File: src/awm_cfg.svh
// register pointers, reset values and field positions of the alert window block
`ifndef AWM_CFG_SVH
`define AWM_CFG_SVH
`define AWM_PTR_STATUS   8'h01
`define AWM_PTR_CONFIG   8'h02
`define AWM_PTR_LOW      8'h03
`define AWM_PTR_HIGH     8'h04
`define AWM_PTR_HYST     8'h05
`define AWM_PTR_MIN      8'h06
`define AWM_RST_LOW      12'h000
`define AWM_RST_HIGH     12'hFFF
`define AWM_RST_HYST     12'h000
`define AWM_RST_MIN      12'hFFF
`define AWM_RST_CFG      8'h00
`define AWM_CFG_HOLD_BIT 4
`define AWM_CFG_CYC_HI   7
`define AWM_CFG_CYC_LO   5
`define AWM_ST_UNDER_BIT 0
`define AWM_ST_OVER_BIT  1
`endif

File: src/awm_pkg.sv
// types of the alert window block
package awm_pkg;
    typedef struct packed {
        logic        wr;
        logic        rd;
        logic [7:0]  ptr;
        logic [15:0] wdata;
    } awm_req_t;

    typedef struct packed {
        logic        valid;
        logic [11:0] data;
    } awm_conv_t;

    typedef struct packed {
        logic [11:0] low;
        logic [11:0] high;
        logic [11:0] hyst;
        logic [11:0] min;
        logic [7:0]  cfg;
        logic        under;
        logic        over;
        logic [15:0] rdata;
        logic        rvalid;
        logic        auto_en;
    } awm_state_t;
endpackage : awm_pkg
File: src/awm_alert_window.sv
// alert window, hysteresis and lowest-result register bank
`timescale 1ns/10ps
`include "awm_cfg.svh"
// Notes on behaviour
// - Bits 15 to 12 of limit, hysteresis and lowest registers read as zero; master writes zeros.
// - The lower limit holds 12 bits, resets to zero, and a result below it raises under-range.
// - The upper limit resets to 0FFFh and a result above it raises over-range.
// - An alert self-clears only once the result is back inside its limit by more than hysteresis.
// - With alert hold set, alerts never self-clear.
// - Each result lower than the stored lowest replaces it, otherwise it is kept.
// - The lowest register resets to 0FFFh and writing 0FFFh restarts tracking.
// - In automatic mode the lowest register updates after each conversion without access.
// - Pointer 03h is the lower limit and 04h the upper limit, both read and write.
// - Pointer 05h is hysteresis and 06h the lowest result, both read and write.
// - Writing a one to an alert flag clears it, with or without alert hold.
// - Automatic conversion runs only while the cycle-time field is non-zero.
// - Over-range clears below high minus hyst; under-range clears above low plus hyst.
module awm_alert_window (
    // clock and reset
    input  wire logic           mclk,
    input  wire logic           sys_rst,
    // register access from the serial engine
    input  wire awm_pkg::awm_req_t  req,
    output logic [15:0]         rdata,
    output logic                rvalid,
    // conversion results
    input  wire awm_pkg::awm_conv_t conv,
    // status
    output logic                alert_under,
    output logic                alert_over,
    output logic                auto_mode
);
    import awm_pkg::*;

    // ----------------------------------------
    // next state
    // ----------------------------------------
    awm_state_t  s_q;
    awm_state_t  s_d;
    logic [12:0] low_plus;
    logic [12:0] high_minus;
    logic        set_u;
    logic        set_o;
    logic        clr_u;
    logic        clr_o;
    logic        hold;

    always_comb begin
        s_d        = s_q;
        hold       = s_q.cfg[`AWM_CFG_HOLD_BIT];
        low_plus   = {1'b0, s_q.low} + {1'b0, s_q.hyst};
        high_minus = {1'b0, s_q.high} - {1'b0, s_q.hyst};
        set_u      = conv.valid && (conv.data < s_q.low);
        set_o      = conv.valid && (conv.data > s_q.high);
        // borrow in high_minus means no result can be below it
        clr_u      = conv.valid && !hold && ({1'b0, conv.data} > low_plus);
        clr_o      = conv.valid && !hold && !high_minus[12]
                     && ({1'b0, conv.data} < high_minus);
        s_d.rvalid = 1'b0;
        if (req.wr) begin
            case (req.ptr)
                `AWM_PTR_STATUS: begin
                    if (req.wdata[`AWM_ST_UNDER_BIT]) begin
                        s_d.under = 1'b0;
                    end
                    if (req.wdata[`AWM_ST_OVER_BIT]) begin
                        s_d.over = 1'b0;
                    end
                end
                `AWM_PTR_CONFIG: s_d.cfg  = {req.wdata[7:2], 1'b0, req.wdata[0]};
                `AWM_PTR_LOW:    s_d.low  = req.wdata[11:0];
                `AWM_PTR_HIGH:   s_d.high = req.wdata[11:0];
                `AWM_PTR_HYST:   s_d.hyst = req.wdata[11:0];
                `AWM_PTR_MIN:    s_d.min  = req.wdata[11:0];
                default: begin
                end
            endcase
        end
        // mode flag follows the config value being written, updating on the same edge as the config register
        s_d.auto_en = (s_d.cfg[`AWM_CFG_CYC_HI:`AWM_CFG_CYC_LO] != 3'h0);
        // hysteresis clear first so a fresh violation wins
        if (clr_u) begin
            s_d.under = 1'b0;
        end
        if (clr_o) begin
            s_d.over = 1'b0;
        end
        // hardware set wins over a software clear in the same cycle
        if (set_u) begin
            s_d.under = 1'b1;
        end
        if (set_o) begin
            s_d.over = 1'b1;
        end
        // tracking beats a simultaneous write only when the result is lower
        if (conv.valid && (conv.data < s_d.min)) begin
            s_d.min = conv.data;
        end
        if (req.rd) begin
            s_d.rvalid = 1'b1;
            case (req.ptr)
                `AWM_PTR_STATUS: s_d.rdata = {14'h0000, s_q.over, s_q.under};
                `AWM_PTR_CONFIG: s_d.rdata = {8'h00, s_q.cfg};
                `AWM_PTR_LOW:    s_d.rdata = {4'h0, s_q.low};
                `AWM_PTR_HIGH:   s_d.rdata = {4'h0, s_q.high};
                `AWM_PTR_HYST:   s_d.rdata = {4'h0, s_q.hyst};
                `AWM_PTR_MIN:    s_d.rdata = {4'h0, s_q.min};
                default:         s_d.rdata = 16'h0000;
            endcase
        end
    end

    // ----------------------------------------
    // state register
    // ----------------------------------------
    always_ff @(posedge mclk) begin
        if (sys_rst) begin
            s_q.low     <= `AWM_RST_LOW;
            s_q.high    <= `AWM_RST_HIGH;
            s_q.hyst    <= `AWM_RST_HYST;
            s_q.min     <= `AWM_RST_MIN;
            s_q.cfg     <= `AWM_RST_CFG;
            s_q.under   <= 1'b0;
            s_q.over    <= 1'b0;
            s_q.rdata   <= 16'h0000;
            s_q.rvalid  <= 1'b0;
            s_q.auto_en <= 1'b0;
        end else begin
            s_q <= s_d;
        end
    end

    assign rdata       = s_q.rdata;
    assign rvalid      = s_q.rvalid;
    assign alert_under = s_q.under;
    assign alert_over  = s_q.over;
    assign auto_mode   = s_q.auto_en;
endmodule : awm_alert_window

File: config.mk
export PLATFORM = sky130hd
export DESIGN_NAME = awm_alert_window
export DESIGN_NICKNAME = d
export VERILOG_FILES = /design/src/awm_pkg.sv /design/src/awm_alert_window.sv
export VERILOG_INCLUDE_DIRS = /design/src /design/src/src
export SDC_FILE = /design/constraint.sdc
export NUM_CORES = 1
export LEC_CHECK = 0
export CAP_MARGIN = 40
export CORE_UTILIZATION = 40
export DETAILED_ROUTE_END_ITERATION = 16
export DONT_BUFFER_PORTS = 1
export REMOVE_ABC_BUFFERS = 1
export SYNTH_ARGS = -nofsm -noshare
export SYNTH_HDL_FRONTEND = slang
export SYNTH_SLANG_ARGS = --single-unit
File: constraint.sdc
create_clock -name mclk -period 5.1 [get_ports mclk]
set_clock_uncertainty 0.15 [all_clocks]
set_input_delay 0.51 -clock mclk [delete_from_list [all_inputs] [get_ports mclk]]
set_output_delay 0.51 -clock mclk [all_outputs]
set_load 0.02 [all_outputs]
Word-level counts from Yosys, hierarchy flattened
Index checks and enable logic that the tools add are counted.
{"block": "word_totals", "ff_bits": 71, "elab_cells": 59, "inputBits": 41, "output_inout_bits": 20}
{"block": "classes", "eq_ne": 6, "n_mux": 13, "n_addsub": 2, "order_cmp": 5, "n_reduce_logical": 22}
{"operator": "case mux 12 bit (6 select lines)", "n": 1}
{"operator": "equality test 8 x 3 -> 1 bit, second input constant", "n": 3}
{"operator": "< comparator 12 bit", "n": 2}
{"operator": "two-way mux 12 bit", "n": 2}
{"operator": "two-way mux 22 bit", "n": 1}
{"operator": "nonzero test 3 bit", "n": 7}
{"operator": "equality test 8 x 2 -> 1 bit, second input constant", "n": 2}
{"operator": "adder 12 x 12 -> 13 bit", "n": 1}
{"operator": "greater-than comparator 12 x 13 -> 1 bit", "n": 1}
{"operator": "< comparator 12 x 13 -> 1 bit", "n": 1}
{"operator": "subtractor 12 x 12 -> 13 bit", "n": 1}
{"operator": "greater-than comparator 12 bit", "n": 1}
{"operator": "equality test 8 x 1 -> 1 bit, second input constant", "n": 1}
{"operator": "two-way mux 8 bit", "n": 1}
{"operator": "AND reduction 2 bit", "n": 4}
{"operator": "logical AND 1 bit", "n": 7}
{"operator": "two-way mux 1 bit", "n": 7}
{"operator": "AND reduction 3 bit", "n": 2}
{"operator": "zero test 1 bit", "n": 2}
{"operator": "two-way mux 2 bit", "n": 1}

Depth between registers and ports, before layout
Gate-level depths: netlist (run 1).
{"block": "depth", "ltp_word": 6, "ltp_mapped": 16, "mapped_depth_nobuf": 16}

Worst setup path before layout (run 1)
OpenSTA, ideal clock, no wires.
{"block": "synth_timing", "path_type": "in2reg", "from": "input port req[21] (netlist bit)", "to": "register s_q[32] (netlist bit)", "slack_ns": 1.378, "cell_stages": 14, "path_buffers": 4, "required_time_ns": 4.876, "arrival_ns": 3.497, "setup_time_ns": 0.074, "path_cell_list": "or4_4 > buf_6 > or3_1 > buf_2 > buf_6 > mux2i_1 > ha_1 > a21o_1 > a21oi_1 > o21ai_0 > a41oi_1 > clkbuf_1 > a21oi_1 > a31oi_1"}
{"block": "synth_between", "elab_chain_len": 6}
{"element": "start, declared", "line": "awm_alert_window.sv:23", "text": "input wire awm_pkg::awm_req_t req,"}
{"element": "equality test 8 x 3 -> 1 bit (*)", "line": "awm_alert_window.sv:61", "text": "case (req.ptr)"}
{"element": "two-way mux 12 bit (*)", "line": "awm_alert_window.sv:61"}
{"element": "two-way mux 22 bit (*)", "line": "awm_alert_window.sv:60", "text": "if (req.wr) begin"}
{"element": "< comparator 12 bit", "line": "awm_alert_window.sv:96", "text": "if (conv.valid && (conv.data < s_d.min)) begin"}
{"element": "logical AND 1 bit", "line": "awm_alert_window.sv:96"}
{"element": "two-way mux 12 bit (*)", "line": "awm_alert_window.sv:96"}
{"element": "end, declared", "line": "awm_alert_window.sv:38", "text": "awm_state_t s_q;"}
Mark *: on every way between the ends. The rest lies on a longest branch, timed or not. The select of a mux whose other input is x is not followed.
A chain may end at the register's enable or synchronous reset.

Worst setup path in the final report (run 1)
{"block": "layout_timing", "from": "register s_q[40] (netlist bit)", "to": "register s_q, in the netlist alert_under"}
{"block": "layout_between", "elab_chain_len": 5, "word_cells_on_any_way": 9, "classes_between": "add/sub (1); order compare (1); mux (2); reduce/logical (5)"}
{"element": "adder 12 x 12 -> 13 bit (*)", "line": "awm_alert_window.sv:51", "text": "low_plus = {1'b0, s_q.low} + {1'b0, s_q.hyst};"}
{"element": "greater-than comparator 12 x 13 -> 1 bit (*)", "line": "awm_alert_window.sv:56", "text": "clr_u = conv.valid && !hold && ({1'b0, conv.data} > low_plus);"}
{"element": "logical AND 1 bit (*)", "line": "awm_alert_window.sv:56"}
{"element": "nonzero test 3 bit (no source line) or two-way mux 1 bit (tied branches)"}
{"element": "AND reduction 3 bit (no source line) or two-way mux 1 bit (tied branches)"}
Mark *: on every way between the ends. The rest lies on a longest branch, timed or not.

==> impl_metrics.json, run 1 <==
{
  "utilization": 0.440,
  "grt_pass1_wl_microns": 25400,
  "ys.flop_type": "dfxtp_1",
  "synth_largest_area_cell": "dfxtp_1",
  "fmax_mhz": 250,
  "drv_slew": 0,
  "crit_arrival_ns": 4.08,
  "slew_headroom": 0.385,
  "wl_met1_microns": 7540,
  "tightest_slew_ns": 0.923,
  "critPathLaunchType": "register",
  "routabilityCongestion": 0.882,
  "h-tree-depth": 3,
  "die_w_microns": 121,
  "final_cells": 860,
  "p_leak_nw": 2.63,
  "worstPathMaxFanout": 4,
  "finalSetupViolCount": 0,
  "cts_resized": 0,
  "ys_types": 58,
  "drive_above_1_share": 0.0529,
  "placedCellCount": 844,
  "cts-root-buf": "clkbuf_16",
  "avgRoutedWirePerCell_microns": 18.9,
  "cts.sinks": 71,
  "first_pass_iters": 5,
  "totalPowerFinal_mw": 1.40,
  "synth_area_leaders": "dfxtp_1 (25%), ha_1 (18%), mux2i_1 (7.2%)",
  "synthCells": 703,
  "syn2layout_area_growth_pct": 6.99,
  "clk_path_buf_depth": 2,
  "cts_buffers": 9,
  "gr-total-overflow": 0,
  "num_rows": 43,
  "p_seq_frac": 0.409,
  "dr_wl_met3_microns": 934,
  "route.top_layer_used": "met4",
  "grt_max_degree": 58,
  "tns_ns": 0,
  "p_int_mw": 1.07,
  "worstSetupEndpointType": "register",
  "fill_cells": 1392,
  "nets": 799,
  "io_pins": 61,
  "seq_area_frac_synth": 0.249,
  "peakVddDrop_v": 0.000164,
  "clock_latency_ns": 0.34,
  "drtIter0Drc": 405,
  "syn_area_sq_um": 5710,
  "ys_ff_latch": 71,
  "fp.coreArea_sq_um": 13900,
  "grt_util_all_layers": 0.225,
  "placed_area_sq_um": 5780,
  "comb_power_share": 0.089,
  "vias": 5005,
  "portBuffers": 0,
  "drc": 0,
  "cts_tree": "built",
  "max_cap_viol_count": 0,
  "pwr_density_cell_nw_per_um2": 228,
  "fin_area_sq_um": 6110,
  "path_class": "register to register",
  "ys_warn_count": 0,
  "wl_met2_microns": 7530,
  "timing.final.crit_share": 0.783,
  "clkTransAtPathRegs_ns": 0.06,
  "first_global_vias": 4823,
  "antenna_found_initial": 0,
  "holdBufCountCts": 0,
  "synth_edf_count": 0,
  "fp.dieArea_sq_um": 14800,
  "grt_setup_unrepaired": "no",
  "p_clk_frac": 0.502,
  "finalHoldViolCount": 0,
  "antenna_left": 0,
  "wl_microns": 16300,
  "period_minus_slack_ns": 3.99,
  "die_h_microns": 121,
  "power_switching_mw": 0.324,
  "via_per_inst": 5.82,
  "num_antenna_cells": 0,
  "hp-class": "primary input to register",
  "cp.required_ns": 5.18,
  "swShare": 0.232,
  "avgSynthCellArea_sq_um": 8.12,
  "cts_setup_buffers": 0,
  "dpl.hpwl_microns": 12700,
  "synth_top_area_frac": 0.249,
  "start_util": 0.411,
  "status": "completed",
  "async_flop_share": 0
}
-- flip-flops by register name, summed over array words and instances (netlist names) --
| register | flops |
|---|---|
| rvalid | 1 |
| alert_under | 1 |
| auto_mode | 1 |
| hold | 1 |
| rdata | 12 |
| alert_over | 1 |
| s_q | 54 |
-- power by group through the flow --
stage	sequential, mW	clock, mW	combinational (mW)
finish	0.571	0.701	0.124
global route	0.572	0.739	0.140
CTS	0.571	0.706	0.123
detailed placement	0.583	0	0.122
global placement	0.583	0	0.113
floorplan	0.581	0	0.0887
-- worst paths after layout --
path / end / slack [ns] / cells past startpoint / from
max: alert_under / 1.11 / 16 / s_q[40]
min: s_q[23] / 0.09 / 1 / sys_rst
max reg2reg: alert_under / 1.11 / 16 / s_q[40]
min reg2reg: s_q[65] / 0.34 / 2 / s_q[65]
-- critical path, stage by stage, from the launching register on --
cell and delay, ns:
dfxtp_1 0.41, ha_1 0.22, inv_1 0.06, fa_1 0.40, nor2b_1 0.12, o21ai_0 0.13
a21oi_1 0.29, o2111ai_1 0.20, nand2_1 0.10, xnor2_1 0.12, ha_1 0.27, nand4_1 0.10
nor3_1 0.05, or4b_2 0.62, nor3_1 0.18, o211ai_1 0.19, a41o_1 0.27
-- synth_stat cells, types with 4 or more instances --
| master | n |
|---|---|
| buf_4 | 16 |
| mux2i_1 | 41 |
| o2bb2ai_1 | 7 |
| and2_1 | 4 |
| a211oi_1 | 5 |
| nor3_1 | 5 |
| inv_1 | 47 |
| xnor2_1 | 7 |
| nand2_1 | 57 |
| nor2b_1 | 9 |
| a22oi_1 | 10 |
| a31oi_1 | 14 |
| o21bai_1 | 4 |
| clkbuf_1 | 24 |
| a21oi_1 | 59 |
| dfxtp_1 | 71 |
| nand4_1 | 16 |
| a21o_1 | 10 |
| o211ai_1 | 16 |
| nor4_1 | 5 |
| xor2_1 | 10 |
| o21ai_0 | 34 |
| buf_2 | 4 |
| a2bb2oi_1 | 5 |
| nand2b_1 | 11 |
| nand3_1 | 18 |
| ha_1 | 81 |
| nor2_1 | 59 |
-- routing by layer --
layer	global-route usage	vias to the layer above
met5	0	-
met2	0.370	143
met1	0.301	2370
met3	0.0456	23
met4	0.0532	0
li1	-	2469
-- final cells by class --
| class | instances | area [sq um] | area share |
|---|---|---|---|
| clock buffers | 11 | 253 | 0.0414 |
| inverters | 47 | 176 | 0.0289 |
| well taps | 180 | 225 | 0.0369 |
| multi-input cells | 538 | 3860 | 0.632 |
| flip-flops and latches | 71 | 1420 | 0.233 |
| clock inverters | 5 | 80.1 | 0.0131 |
| repair buffers | 8 | 91.3 | 0.0149 |
-- stage by stage --
step	setup slack [ns]	hold WS (ns)
floorplan	0.837	0.306
global placement	1.16	0.319
detailed placement	1.15	0.330
CTS	1.12	0.0845
global route	0.903	0.0802
finish	1.11	0.0911
-- logic make-up after synthesis --
logic type | synth area share
xor gates and xnor gates | 0.0261
AOI/OAI and AO/OA | 0.212
buffers and inverters | 0.0791
and+or+nand+nor | 0.171
other | 0.000657
DFF | 0.249
adders and majority gates | 0.184
muxes | 0.0778
-- layout by cell type, fill, tap and decap left out, types with 10 or more instances in the layout --
master and n:
a21o_1 10, a21oi_1 59, a22oi_1 10, a31oi_1 14, dfxtp_1 71, ha_1 81
inv_1 47, mux2i_1 41, nand2_1 57, nand2b_1 11, nand3_1 18, nand4_1 16
nor2_1 59, o211ai_1 16, o21ai_0 34, xor2_1 10
Power figures use the tool's default switching activity.
==> inputs of run 2 (changes only) <==
==> constraint.sdc (replaced) <==
create_clock -name mclk -period 3.8 [get_ports mclk]
set_clock_uncertainty 0.15 [all_clocks]
set_input_delay 0.38 -clock mclk [delete_from_list [all_inputs] [get_ports mclk]]
set_output_delay 0.38 -clock mclk [all_outputs]
set_load 0.02 [all_outputs]
==> impl_metrics.json, run 2 (synthesized netlist as in run 1, its figures left out) <==
{
  "status": "completed",
  "num_antenna_cells": 0,
  "avgRoutedWirePerCell_microns": 19.2,
  "drc": 0,
  "worstReg2RegStart": "s_q[65]",
  "slew_headroom": 0.493,
  "num_rows": 43,
  "crit_arrival_ns": 3.74,
  "p_leak_nw": 2.68,
  "worstSetupEndpointType": "register",
  "largest_register_ffs": 54,
  "cts_tree": "built",
  "cp_slowest_cell": "or4b_2",
  "peakVddDrop_v": 0.000188,
  "slowest_delay_ns": 0.62,
  "period_minus_slack_ns": 3.66,
  "routabilityCongestion": 0.904,
  "top_regs": "s_q (54), rdata (12)",
  "portBuffers": 0,
  "clk_path_buf_depth": 2,
  "tns_ns": 0,
  "fp.dieArea_sq_um": 14800,
  "pwr_density_cell_nw_per_um2": 287,
  "final_common_cell": "ha_1",
  "path_class": "register to register",
  "die_h_microns": 121,
  "fill_cells": 1367,
  "cts-root-buf": "clkbuf_16",
  "worstPathMaxFanout": 4,
  "antenna_left": 0,
  "syn2layout_area_growth_pct": 8.98,
  "io_pins": 61,
  "grt_max_degree": 44,
  "clkTransAtPathRegs_ns": 0.06,
  "cp.required_ns": 3.88,
  "startpoint": "s_q[65]",
  "wl_microns": 16700,
  "timing.final.ws_setup_ns": 0.144,
  "utilization": 0.448,
  "first_pass_iters": 7,
  "max_cap_viol_count": 0,
  "top_register": "s_q",
  "cts.sinks": 71,
  "final_cell_mix": "ha_1 (80), dfxtp_1 (68), nor2_1 (59), nand2_1 (57), a21oi_1 (57)",
  "via_per_inst": 5.92,
  "pre_cts_ws_ns": 0.0435,
  "h-tree-depth": 3,
  "final_cells": 871,
  "cts_buffers": 9,
  "fp.coreArea_sq_um": 13900,
  "grt_pass1_wl_microns": 26000,
  "die_w_microns": 121,
  "grt_util_all_layers": 0.232,
  "timing.final.crit_share": 0.962,
  "path_buf_inv": 0,
  "tightest_slew_ns": 0.755,
  "start_util": 0.411,
  "gr-total-overflow": 0,
  "drive_above_1_share": 0.0839,
  "dpl.hpwl_microns": 12900,
  "path_cells": "ha_1 > a211oi_2 > o211ai_1 > and2_4 > a21o_1 > a21oi_2 > xor2_1 > ha_1 > nand4_1 > nor3_1 > or4b_2 > nor3_2 > o211ai_1 > a41o_1",
  "nets": 810,
  "first_global_vias": 4902,
  "min_from": "req[1]",
  "critPathTopFamily": "compound AO/OA/AOI/OAI gates",
  "drtIter0Drc": 333,
  "critPathLaunchType": "register",
  "finalSetupViolCount": 0,
  "hp-class": "primary input to register",
  "fmax_mhz": 274,
  "finalHoldViolCount": 0,
  "vias": 5159,
  "drv_slew": 0,
  "antenna_found_initial": 0,
  "placedCellCount": 852,
  "clock_latency_ns": 0.34
}
run 2: cell count changes in the layout (fill, tap and decap cells not counted), moves of 3 or more:
cell	before	now
buf_4	5	15
dfxtp_2	0	3
dfxtp_1	71	68
o21ai_0	34	30
run 2: path summary, 6_finish.rpt:
path	endpoint	slack (ns)	cells after the start
setup reg to reg	alert_under	0.14	14
hold reg to reg	s_q[75]	0.35	2
hold / removal	s_q[53]	0.03	2
setup / recovery	alert_under	0.14	14
run 2: area by class of cell:
| cell class | count | area, sq um | area share |
|---|---|---|---|
| repair buffers | 19 | 190 | 0.0306 |
| flip-flops and latches | 71 | 1430 | 0.229 |
| clock inverters | 4 | 45.0 | 0.00724 |
| clock buffers | 12 | 246 | 0.0396 |
| well taps | 180 | 225 | 0.0362 |
| multi-input cells | 538 | 3920 | 0.629 |
| inverters | 47 | 176 | 0.0283 |
run 2: where the power goes:
part	total, mW	internal, mW	switching [mW]
clock network	0.840	0.523	0.317
registers	0.767	0.757	0.0102
logic	0.180	0.0791	0.101
total	1.79	1.36	0.429
run 2: routing by layer:
layer	routed length (microns)	share of wire	global-route usage
met3	1040	0.062	0.0526
met2	7820	0.47	0.368
met1	7400	0.44	0.303
met5	0	0	0
met4	454	0.027	0.0880
run 2: metrics by stage:
stage / hold WS (ns) / instance area, sq um / power (mW)
floorplan: 0.297 / 5450 / 0.899
global placement: 0.308 / 5800 / 0.937
detailed placement: 0.308 / 5840 / 0.950
CTS: 0.0252 / 6170 / 1.80
global route: 0.0261 / 6220 / 1.85
finish: 0.0266 / 6220 / 1.79
run 2: worst register-to-register path, delay by kind of cell, from the launching register on:
family | cells | cell delay (ns)
flops | 1 | 0.34
compound gates | 6 | 1.16
xor+xnor | 1 | 0.19
simple gates | 5 | 1.10
fa+ha+maj | 2 | 0.60
run 2: timing repair:
action,4_1_cts,5_1_grt
setup endpoints to repair,1,1
cloned,0,0
endpoints found under the hold margin,43,0
hold buffers,2,0
pin swaps,0,13
gates resized for setup,1,18
setup buffers,0,1
==> inputs of run 3 (changes only) <==
--- a/config.mk
+++ b/config.mk
@@ -8,6 +8,7 @@
 export LEC_CHECK = 0
 export CAP_MARGIN = 40
 export CORE_UTILIZATION = 40
+export CTS_BUF_LIST = sky130_fd_sc_hd__clkbuf_8 sky130_fd_sc_hd__clkbuf_16
 export DETAILED_ROUTE_END_ITERATION = 16
 export DONT_BUFFER_PORTS = 1
 export REMOVE_ABC_BUFFERS = 1
==> impl_metrics.json, run 3 (synthesized netlist as in run 1, its figures left out) <==
{
  "drive_above_1_share": 0.0839,
  "pwr_density_cell_nw_per_um2": 287,
  "slew_headroom": 0.500,
  "die_h_microns": 121,
  "top_register": "s_q",
  "min_from": "req[1]",
  "r2r_cells": 14,
  "grt_pass1_wl_microns": 26000,
  "gr-total-overflow": 0,
  "final_cell_mix": "ha_1 (80), dfxtp_1 (68), nor2_1 (59), nand2_1 (57), a21oi_1 (57)",
  "hold_path_depth": 2,
  "start_util": 0.411,
  "worstPathMaxFanout": 4,
  "rrSetupSlack_ns": 0.14,
  "first_global_vias": 4902,
  "min_to": "s_q[53]",
  "top_regs": "s_q (54), rdata (12)",
  "drv_slew": 0,
  "cts_buffers": 9,
  "critPathLaunchType": "register",
  "cp.required_ns": 3.88,
  "h-tree-depth": 3,
  "wl_microns": 16800,
  "peakVddDrop_v": 0.000188,
  "via_per_inst": 5.97,
  "path_class": "register to register",
  "worstReg2RegStart": "s_q[65]",
  "crit_arrival_ns": 3.74,
  "drtIter0Drc": 325,
  "cts-root-buf": "clkbuf_16",
  "r2r_end": "alert_under",
  "top_usage_layer": "met2",
  "portBuffers": 0,
  "clk_path_buf_depth": 2,
  "cts_tree": "built",
  "clkTransAtPathRegs_ns": 0.06,
  "p_leak_nw": 2.69,
  "grtUsageMet2": 0.368,
  "grt_util_all_layers": 0.232,
  "fp.dieArea_sq_um": 14800,
  "dpl.hpwl_microns": 12900,
  "nets": 810,
  "first_pass_iters": 6,
  "num_rows": 43,
  "worstSetupEndpointType": "register",
  "clock_latency_ns": 0.34,
  "timing.final.crit_share": 0.962,
  "antenna_found_initial": 0,
  "utilization": 0.448,
  "startpoint": "s_q[65]",
  "grt_max_degree": 44,
  "finalHoldViolCount": 0,
  "cts.sinks": 71,
  "fmax_mhz": 273,
  "period_minus_slack_ns": 3.66,
  "use_met3": 0.0526,
  "num_antenna_cells": 0,
  "syn2layout_area_growth_pct": 8.98,
  "largest_register_ffs": 54,
  "max_cap_viol_count": 0,
  "vias": 5201,
  "use_met1": 0.303,
  "fp.coreArea_sq_um": 13900,
  "holdWs_ns": 0.0261,
  "io_pins": 61,
  "drc": 0,
  "status": "completed",
  "finalSetupViolCount": 0,
  "tightest_slew_ns": 0.744,
  "die_w_microns": 121,
  "hp-class": "primary input to register",
  "antenna_left": 0,
  "avgRoutedWirePerCell_microns": 19.2,
  "routabilityCongestion": 0.904,
  "final_common_cell": "ha_1"
}
run 3: cell types whose count changed in the layout (fill, tap and decap cells not counted), sizes merged:
cell / previous run / this run
clkbuf: 12 / 10
inv: 47 / 49
run 3: final cells by class:
cell class	count	area, sq um
clock buffer	10	239
clock inverter	6	52.6
fill	1367	7660
inverter	47	176
multi-input combinational	538	3920
sequential	71	1430
tap	180	225
timing repair buffer	19	190
run 3: worst max-delay path by stage:
stage	slack, ns	end
6_report	0.14	alert_under
5_1_grt	-0.03	alert_under
4_1_cts	0.004	alert_under
3_5_place_dp	0.04	alert_under
3_3_place_gp	0.07	alert_under
2_1_floorplan	-0.33	s_q[28]
run 3: stage by stage:
| step | worst slack, ns | instance area, sq um | TNS, ns | power (mW) | std cells |
|---|---|---|---|---|---|
| floorplan | -0.333 | 5450 | -3.38 | 0.899 | 656 |
| global placement | 0.0671 | 5800 | 0 | 0.937 | 850 |
| detailed placement | 0.0435 | 5840 | 0 | 0.950 | 852 |
| CTS | 0.00367 | 6170 | 0 | 1.79 | 870 |
| global route | -0.0307 | 6220 | -0.0307 | 1.85 | 871 |
| finish | 0.143 | 6220 | 0 | 1.78 | 871 |
run 3: timing repair:
item / in CTS / in global routing
hold endpoints to repair: 43 / 0
buffers inserted: 0 / 1
pin swaps: 0 / 13
gates resized for setup: 1 / 18
hold buffers: 2 / 0
setup endpoints to repair: 1 / 1
run 3: routing by layer:
layer  vias to the layer above  routed length (microns)
met5                         -                        0
met4                         0                      454
met3                        32                      906
met2                       162                     7840
met1                      2506                     7560
li1                       2501                        -
run 3: power by group:
group          leakage, nW  internal (mW)  switching [mW]
Combinational         1.96         0.0791           0.101
Clock                0.155          0.517           0.318
Sequential           0.577          0.757          0.0103
run 3: critical path, stage by stage (launching register included):
cell and delay [ns]:
dfxtp_1 0.34, ha_1 0.33, a211oi_2 0.28, o211ai_1 0.16, and2_4 0.18, a21o_1 0.18
a21oi_2 0.14, xor2_1 0.19, ha_1 0.27, nand4_1 0.10, nor3_1 0.05, or4b_2 0.62
nor3_2 0.15, o211ai_1 0.14, a41o_1 0.25
